--- src/pkg/mpm_consts.svh ---
// constants for the multiphase mode control block
// assumes a 50 MHz system clock and a word-wide wishbone bus
`ifndef MPM_CONSTS_SVH
`define MPM_CONSTS_SVH
// ************************************************************
// register map (byte addresses)
// ************************************************************
`define MPM_ADR_CTRL 4'h0
`define MPM_ADR_STAT 4'h4
`define MPM_ADR_DIV 4'h8
// ************************************************************
// field positions and reset values
// ************************************************************
`define MPM_CTRL_EN 0
`define MPM_DIV_RST 16'h0019
`define MPM_DIV_RST_W 32'h00000019
// ************************************************************
// timing
// ************************************************************
`define MPM_PROBE_TICKS 2'h3
`define MPM_CLK_MHZ 50
`define MPM_MASK_US 100
`define MPM_MASK_CYC (`MPM_MASK_US * `MPM_CLK_MHZ)
`define MPM_SYNC_W 18
`endif

--- src/pkg/mpm_pkg.sv ---
// types shared by the multiphase mode control block
// assumes mpm_consts.svh is on the include path
package mpm_pkg;
   typedef enum logic [1:0] {
      MPM_ST_OFF = 2'b00,
      MPM_ST_PROBE = 2'b01,
      MPM_ST_RUN = 2'b10
   } mpm_fsm_t;

   typedef enum logic [1:0] {
      MPM_MD_OFF = 2'b00,
      MPM_MD_PWM = 2'b01,
      MPM_MD_RPM_CCM = 2'b10,
      MPM_MD_RPM_DCM = 2'b11
   } mpm_mode_t;

   typedef struct packed {
      logic cyc;
      logic stb;
      logic we;
      logic [3:0] adr;
      logic [3:0] sel;
      logic [31:0] dat;
   } mpm_wb_req_t;

   typedef struct packed {
      logic ack;
      logic [31:0] dat;
   } mpm_wb_rsp_t;

   // one two-signal pin: drive level, drive enable
   typedef struct packed {
      logic out;
      logic oe;
   } mpm_pin_t;

   typedef struct packed {
      logic power_state_in;
      logic dslp;
      logic ilim;
      logic trip;
      logic ramp;
      logic zc;
      logic p2hi;
      logic p3hi;
      logic [2:0] pwm_end;
      logic [6:0] voltage_id_code;
   } mpm_sys_t;

   typedef struct packed {
      mpm_sys_t q1;
      mpm_sys_t q2;
   } mpm_sync_st_t;

   typedef struct packed {
      logic [1:0] slot;
      logic [2:0] pulse;
   } mpm_pg_st_t;

   typedef struct packed {
      mpm_fsm_t fsm;
      logic [1:0] pcnt;
      logic [15:0] div_cnt;
      logic tick;
      logic [1:0] nph;
      logic [2:0] en_mask;
      logic [15:0] mask_cnt;
      logic [6:0] vid_q;
      logic dslp_q;
      logic rpm_p1;
      logic enable;
      logic [15:0] div;
      logic ack;
      logic [31:0] rdat;
      logic [2:0] out;
      logic [2:0] oe;
      logic sink;
      logic md_oe;
      logic zc_oe;
   } mpm_core_st_t;
endpackage : mpm_pkg

--- src/design/mpm_top.sv ---
// phase count detection and operating mode selection
// assumes analog comparators outside supply the trip, ramp,
// zero-cross, probe and per-phase pwm end levels
// Overview of operation
// - at enable sink probe current on phases 2 and 3; high pin disables phase
// - finish phase detection within three internal oscillator cycles
// - remove the probe current sink once detection is done
// - tied-high phases stay high impedance, as does phase 3 when phase 2 is tied; others act as normal pwm outputs
// - each phase controlled independently; near full duty and overlap allowed
// - power state high and deeper sleep low run all phases interleaved pwm
// - power state low or deeper sleep high, no transient or limit: phase 1 only
// - single phase from power state uses ripple mode, ccm, no master clock
// - single phase from deeper sleep uses ripple mode gated by zero cross
// - transient window or current limit forces all phases into pwm ccm
// - transient window starts at each code change, lasts the masking time
// - multiphase switching is timed by the master clock
// - per-phase rate is master clock divided by phases in use
// - ripple mode sets phase 1 high when ripple threshold is reached
// - ripple mode ramp rises while high; output drops when ramp meets node
// - ripple pulse rate falls with load in dcm, steady in ccm
// - multiphase disable driven low in single phase operation or shutdown
// - zero cross output driven low when inductor current crosses zero in dcm ripple mode
`timescale 1ns/1ps
`default_nettype none
`include "mpm_consts.svh"
module mpm_top #(
   parameter int MASK_CYCLES = `MPM_MASK_CYC
) (
   input wire logic clock_i,
   input wire logic rst_i,
   input wire mpm_pkg::mpm_wb_req_t wb_req_i,
   output mpm_pkg::mpm_wb_rsp_t wb_rsp_o,
   input wire logic power_state_in_i,
   input wire logic deeper_sleep_in_i,
   input wire logic current_limit_i,
   input wire logic [6:0] voltage_id_code_i,
   input wire logic ripple_trip_i,
   input wire logic ramp_reach_i,
   input wire logic zero_cross_det_i,
   input wire logic [2:0] pwm_end_i,
   input wire logic phase2_probe_high_i,
   input wire logic phase3_probe_high_i,
   output mpm_pkg::mpm_pin_t phase1_pulse_out_o,
   output mpm_pkg::mpm_pin_t phase2_pulse_out_o,
   output mpm_pkg::mpm_pin_t phase3_pulse_out_o,
   output logic [1:0] probe_sink_o,
   output mpm_pkg::mpm_pin_t multiphase_disable_out_o,
   output mpm_pkg::mpm_pin_t zero_cross_out_o
);
   import mpm_pkg::*;

   localparam logic [15:0] MASK_LOAD = 16'(MASK_CYCLES);

   // ************************************************************
   // input synchronisers
   // ************************************************************
   mpm_sys_t raw;
   mpm_sys_t s;

   assign raw.power_state_in = power_state_in_i;
   assign raw.dslp = deeper_sleep_in_i;
   assign raw.ilim = current_limit_i;
   assign raw.trip = ripple_trip_i;
   assign raw.ramp = ramp_reach_i;
   assign raw.zc = zero_cross_det_i;
   assign raw.p2hi = phase2_probe_high_i;
   assign raw.p3hi = phase3_probe_high_i;
   assign raw.pwm_end = pwm_end_i;
   assign raw.voltage_id_code = voltage_id_code_i;

   // mode changes land only on clock edges
   mpm_sync u_sync (
      .clock_i(clock_i),
      .rst_i(rst_i),
      .d_i(raw),
      .q_o(s)
   );

   // ************************************************************
   // state
   // ************************************************************
   mpm_core_st_t st_r;
   mpm_core_st_t st_nxt;
   logic running;
   logic trans;
   logic full;
   mpm_mode_t mode;
   logic [2:0] act_mask;
   logic [1:0] nph_eff;
   logic [2:0] pg_pulse;
   logic [2:0] out_nxt;
   logic req;
   logic [31:0] stat_w;

   assign running = (st_r.fsm == MPM_ST_RUN);
   assign trans = (st_r.mask_cnt != 16'h0000);
   // transient or limit overrides the system signals
   assign full = trans || s.ilim || (s.power_state_in && !s.dslp);

   always_comb begin
      if (!running) begin
         mode = MPM_MD_OFF;
      end else if (full) begin
         mode = MPM_MD_PWM;
      end else if (s.dslp) begin
         mode = MPM_MD_RPM_DCM;
      end else begin
         mode = MPM_MD_RPM_CCM;
      end
   end

   // only phase 1 is kept in light load
   assign act_mask = (mode == MPM_MD_PWM) ? st_r.en_mask : 3'h0;
   assign nph_eff = full ? st_r.nph : 2'h1;

   // ************************************************************
   // interleaved pwm
   // ************************************************************
   mpm_phase_gen u_pg (
      .clock_i(clock_i),
      .rst_i(rst_i),
      .tick_i(st_r.tick),
      .nph_i(nph_eff),
      .en_i(act_mask),
      .end_i(s.pwm_end),
      .pulse_o(pg_pulse)
   );

   // ripple mode uses its own latch, never the master tick
   assign out_nxt = (mode == MPM_MD_PWM) ? pg_pulse : {2'h0, st_r.rpm_p1};

   assign req = wb_req_i.cyc && wb_req_i.stb;
   assign stat_w = {23'h000000, st_r.en_mask, (st_r.fsm == MPM_ST_PROBE),
      trans, mode, st_r.nph};

   // ************************************************************
   // next state
   // ************************************************************
   always_comb begin
      st_nxt = st_r;
      st_nxt.tick = 1'b0;

      // master clock divider
      if (st_r.fsm == MPM_ST_OFF || st_r.div_cnt == 16'h0000) begin
         st_nxt.div_cnt = st_r.div;
         st_nxt.tick = (st_r.fsm != MPM_ST_OFF);
      end else begin
         st_nxt.div_cnt = st_r.div_cnt - 16'h0001;
      end

      unique case (st_r.fsm)
         MPM_ST_OFF: begin
            st_nxt.pcnt = 2'h0;
            if (st_r.enable) begin
               st_nxt.fsm = MPM_ST_PROBE;
            end
         end
         MPM_ST_PROBE: begin
            if (st_r.tick) begin
               st_nxt.pcnt = st_r.pcnt + 2'h1;
            end
            // decision taken at the third master clock
            if (st_r.tick && st_r.pcnt == `MPM_PROBE_TICKS - 2'h1) begin
               st_nxt.fsm = MPM_ST_RUN;
               // phase 2 tied means one phase whatever phase 3 does
               st_nxt.en_mask = {!s.p3hi && !s.p2hi, !s.p2hi, 1'b1};
               st_nxt.nph = s.p2hi ? 2'h1 : (s.p3hi ? 2'h2 : 2'h3);
            end
            if (!st_r.enable) begin
               st_nxt.fsm = MPM_ST_OFF;
            end
         end
         MPM_ST_RUN: begin
            if (!st_r.enable) begin
               st_nxt.fsm = MPM_ST_OFF;
            end
         end
         default: begin
            st_nxt.fsm = MPM_ST_OFF;
         end
      endcase

      // sink only while probing
      st_nxt.sink = (st_nxt.fsm == MPM_ST_PROBE);

      // transient window: any code change, deeper sleep entry or exit
      st_nxt.vid_q = s.voltage_id_code;
      st_nxt.dslp_q = s.dslp;
      if (running && (s.voltage_id_code != st_r.vid_q || s.dslp != st_r.dslp_q)) begin
         st_nxt.mask_cnt = MASK_LOAD;
      end else if (trans) begin
         st_nxt.mask_cnt = st_r.mask_cnt - 16'h0001;
      end

      // ripple mode phase 1 latch
      if (mode == MPM_MD_RPM_CCM || mode == MPM_MD_RPM_DCM) begin
         if (!st_r.rpm_p1 && s.trip) begin
            st_nxt.rpm_p1 = 1'b1;
         end else if (st_r.rpm_p1 && s.ramp) begin
            st_nxt.rpm_p1 = 1'b0;
         end
      end else begin
         st_nxt.rpm_p1 = 1'b0;
      end

      // pins: tied-high phases, and phase 3 when phase 2 is tied, float; others drive while running
      st_nxt.out = out_nxt;
      st_nxt.oe = running ? st_r.en_mask : 3'h0;
      st_nxt.md_oe = !running || !full;
      // zero cross gates the low side in dcm, so the rate follows load
      st_nxt.zc_oe = (mode == MPM_MD_RPM_DCM) && s.zc;

      // wishbone slave, one wait state
      st_nxt.ack = req && !st_r.ack;
      if (req && !st_r.ack) begin
         unique case (wb_req_i.adr)
            `MPM_ADR_CTRL: st_nxt.rdat = {31'h00000000, st_r.enable};
            `MPM_ADR_STAT: st_nxt.rdat = stat_w;
            `MPM_ADR_DIV: st_nxt.rdat = {16'h0000, st_r.div};
            default: st_nxt.rdat = 32'h00000000;
         endcase
      end
      if (req && st_r.ack && wb_req_i.we) begin
         if (wb_req_i.adr == `MPM_ADR_CTRL && wb_req_i.sel[0]) begin
            st_nxt.enable = wb_req_i.dat[`MPM_CTRL_EN];
         end
         if (wb_req_i.adr == `MPM_ADR_DIV) begin
            if (wb_req_i.sel[0]) begin
               st_nxt.div[7:0] = wb_req_i.dat[7:0];
            end
            if (wb_req_i.sel[1]) begin
               st_nxt.div[15:8] = wb_req_i.dat[15:8];
            end
         end
      end
   end

   always_ff @(posedge clock_i) begin
      if (rst_i) begin
         st_r <= '0;
         st_r.md_oe <= 1'b1;
         st_r.div <= `MPM_DIV_RST;
      end else begin
         st_r <= st_nxt;
      end
   end

   // ************************************************************
   // outputs
   // ************************************************************
   assign wb_rsp_o.ack = st_r.ack;
   assign wb_rsp_o.dat = st_r.rdat;
   assign phase1_pulse_out_o.out = st_r.out[0];
   assign phase1_pulse_out_o.oe = st_r.oe[0];
   assign phase2_pulse_out_o.out = st_r.out[1];
   assign phase2_pulse_out_o.oe = st_r.oe[1];
   assign phase3_pulse_out_o.out = st_r.out[2];
   assign phase3_pulse_out_o.oe = st_r.oe[2];
   assign probe_sink_o = {st_r.sink, st_r.sink};
   // open-drain style: drive only low
   assign multiphase_disable_out_o.out = 1'b0;
   assign multiphase_disable_out_o.oe = st_r.md_oe;
   assign zero_cross_out_o.out = 1'b0;
   assign zero_cross_out_o.oe = st_r.zc_oe;
endmodule : mpm_top
`default_nettype wire

--- src/design/mpm_sync.sv ---
// two-flop synchroniser for every pin input of the block
// assumes inputs are asynchronous to clock_i
`timescale 1ns/1ps
`default_nettype none
module mpm_sync (
   input wire logic clock_i,
   input wire logic rst_i,
   input wire mpm_pkg::mpm_sys_t d_i,
   output mpm_pkg::mpm_sys_t q_o
);
   import mpm_pkg::*;
   mpm_sync_st_t st_r;
   mpm_sync_st_t st_nxt;

   // first stage feeds only the second stage
   always_comb begin
      st_nxt.q1 = d_i;
      st_nxt.q2 = st_r.q1;
   end

   always_ff @(posedge clock_i) begin
      if (rst_i) begin
         st_r <= '0;
      end else begin
         st_r <= st_nxt;
      end
   end

   assign q_o = st_r.q2;
endmodule : mpm_sync
`default_nettype wire

--- src/design/mpm_phase_gen.sv ---
// interleaved pwm slot generator for up to three phases
// assumes tick_i is one cycle per master clock period
`timescale 1ns/1ps
`default_nettype none
module mpm_phase_gen (
   input wire logic clock_i,
   input wire logic rst_i,
   input wire logic tick_i,
   input wire logic [1:0] nph_i,
   input wire logic [2:0] en_i,
   input wire logic [2:0] end_i,
   output logic [2:0] pulse_o
);
   import mpm_pkg::*;
   mpm_pg_st_t st_r;
   mpm_pg_st_t st_nxt;
   logic [2:0] pulse_nxt;

   // each phase owns its own flop, so pulses may overlap
   genvar k;
   generate
      for (k = 0; k < 3; k++) begin : g_ph
         // start wins over end so a near-full duty never drops a period
         assign pulse_nxt[k] = !en_i[k] ? 1'b0 :
            (tick_i && st_r.slot == 2'(k)) ? 1'b1 :
            end_i[k] ? 1'b0 : st_r.pulse[k];
      end
   endgenerate

   always_comb begin
      st_nxt = st_r;
      st_nxt.pulse = pulse_nxt;
      if (tick_i) begin
         // per phase rate is master divided by phases in use
         st_nxt.slot = (st_r.slot + 2'h1 >= nph_i) ? 2'h0 : st_r.slot + 2'h1;
      end
   end

   always_ff @(posedge clock_i) begin
      if (rst_i) begin
         st_r <= '0;
      end else begin
         st_r <= st_nxt;
      end
   end

   assign pulse_o = st_r.pulse;
endmodule : mpm_phase_gen
`default_nettype wire

--- config.mk ---
export PLATFORM = sky130hd
export DESIGN_NAME = mpm_top
export DESIGN_NICKNAME = d
export VERILOG_FILES = /design/src/pkg/mpm_pkg.sv /design/src/design/mpm_top.sv /design/src/design/mpm_sync.sv /design/src/design/mpm_phase_gen.sv
export VERILOG_INCLUDE_DIRS = /design/src /design/src/pkg
export SDC_FILE = /design/constraint.sdc
export NUM_CORES = 1
export LEC_CHECK = 0
export ABC_AREA = 1
export BUFFER_PORTS_ARGS = -buffer_cell sky130_fd_sc_hd__buf_4
export CAP_MARGIN = 20
export CORE_MARGIN = 3
export CORE_UTILIZATION = 50
export DETAILED_ROUTE_END_ITERATION = 16
export GPL_TIMING_DRIVEN = 0
export PLACE_DENSITY = 0.82
export SLEW_MARGIN = 25
export SYNTH_ARGS = -nofsm -noshare
export SYNTH_HDL_FRONTEND = slang
export SYNTH_SLANG_ARGS = --single-unit
--- constraint.sdc ---
create_clock -name clock_i -period 1.9 [get_ports clock_i]
set_input_delay 0.38 -clock clock_i [delete_from_list [all_inputs] [get_ports clock_i]]
set_output_delay 0.38 -clock clock_i [all_outputs]
set_load 0.05 [all_outputs]
==> impl_metrics.env <==
export IMPL_dieArea_sq_um=13100
export IMPL_place_congestion=0.900
export IMPL_critPathArrivalTime_ns=2.23
export IMPL_skew_ns=0.00438
export IMPL_first_global_vias=4862
export IMPL_required_ns=2.23
export IMPL_cp_slowest_stage_delay_ns=0.36
export IMPL_yosys_top_cells_area="dfxtp_1, nor2_1, inv_1"
export IMPL_violations="setup timing"
export IMPL_clockBufferDepth=2
export IMPL_grtUsageTotal=0.217
export IMPL_insertedDiodeCount=0
export IMPL_tns_ns=-0.00626
export IMPL_clkSinkCount=134
export IMPL_async_flop_share=0
export IMPL_drv_cap=0
export IMPL_path_clk_slew_ns=0.06
export IMPL_regToRegSetupSlack_ns=-0.006
export IMPL_hpwl_mm=9.42
export IMPL_antenna_found_initial=0
export IMPL_worstMarginPinSlew_ns=0.607
export IMPL_yosysSeqAreaShare=0.458
export IMPL_post_place_cells=974
export IMPL_vias_per_cell=5.01
export IMPL_synth_edf_count=0
export IMPL_post_route_util=0.681
export IMPL_synth_top_area_frac=0.458
export IMPL_rsz0062_at_grt="yes"
export IMPL_startpoint_type="register"
export IMPL_dr_pass1_iters=5
export IMPL_critPathMostFrequentCell="nor2_4"
export IMPL_netlist_area_sq_um=5860
export IMPL_initial_core_util=0.527
export IMPL_drtAntennaViolNets=0
export IMPL_overflow=0
export IMPL_yosysMostFrequentCell="dfxtp_1"
export IMPL_coreArea_sq_um=11100
export IMPL_final_area_sq_um=7580
export IMPL_dpl_instance_area_sq_um=6640
export IMPL_hold_viol=0
export IMPL_cp_cell_sequence="nor2_4, nand2_4, nor2_4, nand2_4, nor2_4, inv_2, nand2_2, ha_1, a21boi_1, nor3_2, nor2_1, a211oi_2"
export IMPL_ys_top_cells_by_count="dfxtp_1, nor2_1, inv_1"
export IMPL_finalPower_mw=8.93
export IMPL_postCtsHoldBufs=0
export IMPL_ys_types=50
export IMPL_yosys_area_top_type="dfxtp_1"
export IMPL_wl_mm=14.2
export IMPL_drc=0
export IMPL_synth_seq_cells=134
export IMPL_rows=38
export IMPL_pre_cts_ws_ns=-0.222
export IMPL_synth_avg_cell_area_sq_um=7.84
export IMPL_slew_violations=0
export IMPL_grt_max_degree=17
export IMPL_fin_crit_sh=1.00
export IMPL_io_buffers=70
export IMPL_die_width_um=114
export IMPL_status="finished, violations left"
export IMPL_holdWs_ns=0.163
export IMPL_setup_ws_ns=-0.00626
export IMPL_crit_buf_inv=1
export IMPL_critical_path_top_delay_family="simple AND/OR/NAND/NOR gates"
export IMPL_io_pins=108
export IMPL_drt_iter0_drc=406
export IMPL_finalSetupViolCount=1
export IMPL_powerDensity_nw_per_um2=1180
export IMPL_grt_pass1_wl_mm=22.4
export IMPL_cts_buffers=17
export IMPL_fin_cells=1027
export IMPL_power_leakage_nw=3.47
export IMPL_worstSkewPairLatency_ns=0.42
export IMPL_cts_tree="built"
export IMPL_synthFlopType="dfxtp_1"
export IMPL_endpoint_kind="register"
export IMPL_cp_slowest_cell="dfxtp_4"
export IMPL_layout_drive_gt1_share=0.281
export IMPL_fmax_mhz=525
export IMPL_cts_root_buffer="clkbuf_16"
export IMPL_max_slew_margin=0.595
export IMPL_ys_warn_count=0
export IMPL_peakVddDrop_uv=941
export IMPL_syn_to_final_growth_pct=29.3
export IMPL_die_h_um=114
export IMPL_period_needed_ns=1.91
export IMPL_postSynthCellCount=747
export IMPL_detail_route_wl_per_cell_um=13.8
export IMPL_fill_cells=866
export IMPL_hp_class="input port to register"
export IMPL_critPathMaxFanout=4
export IMPL_vias=5149
export IMPL_critPathKind="register to register"
export IMPL_finalNetCount=946
export IMPL_cts_htree_levels=4
-- layout by cell type, fill, tap and decap left out, types with 9 or more instances in the layout --
master and n:
buf_4 137, dfxtp_1 123, nor2_1 116, inv_1 105, nand2_1 82, a21oi_1 55, o21ai_0 29, nand3_1 21
nor3_1 18, conb_1 18, clkbuf_16 17, xor2_1 14, nor2_4 10, clkbuf_1 10, dfxtp_2 10, nand2_2 9
-- final timing paths --
path	start	to	cells after the start
max	st_r[76]	u_pg.st_r[3]	12
min	phase2_probe_high_i	u_sync.st_nxt[11]	3
max reg2reg	st_r[76]	u_pg.st_r[3]	12
min reg2reg	u_sync.st_nxt[16]	u_sync.q_o[16]	2
-- sequential cells by signal (all words and copies together) (netlist names) --
name and flops:
multiphase_disable_out_o 1, phase1_pulse_out_o 2, phase2_pulse_out_o 2, phase3_pulse_out_o 2, probe_sink_o 1, st_r 67
u_pg.pulse_o 3, u_pg.st_r 2, u_sync.q_o 18, u_sync.st_nxt 18, wb_rsp_o 17, zero_cross_out_o 1
-- report_power, final --
group	total, mW	switching (mW)	internal (mW)
Sequential	3.13	0.152	2.98
Combinational	2.11	1.20	0.907
Clock	3.68	1.26	2.42
Total	8.93	2.62	6.31
-- layer usage --
| layer | share of wire | global-route usage |
|---|---|---|
| met1 | 0.43 | 0.268 |
| met2 | 0.48 | 0.365 |
| met3 | 0.071 | 0.0640 |
| met4 | 0.022 | 0.0689 |
| met5 | 0 | 0 |
-- area by class of cell --
cell class,instances,area [sq um],area share
flip-flops and latches,134,2700,0.356
multi-input cells,453,2480,0.328
repair buffers,91,683,0.0902
clock buffers,19,453,0.0598
plain buffers,64,440,0.0581
inverters,113,424,0.0560
clock inverters,13,218,0.0287
well taps,140,175,0.0231
-- kinds of logic after synthesis --
group	after synthesis	share of synthesized area
AOI/OAI and AO/OA	110	0.104
xor gates and xnor gates	19	0.0284
adders and majority gates	9	0.0192
buffers and inverters	177	0.148
DFF	134	0.458
other	1	0.000640
and+or+nand+nor	297	0.242
-- tightest hold or removal path: stages --
cell    delay, ns
buf_4        0.07
inv_1        0.03
nor2_1       0.06
-- what timing repair did --
item / CTS / global route
setup endpoints to repair: 2 / 6
gates cloned: 0 / 0
pin swaps: 16 / 10
resized for setup: 15 / 16
buffers inserted: 20 / 2
(Power assumes the default switching activity.)
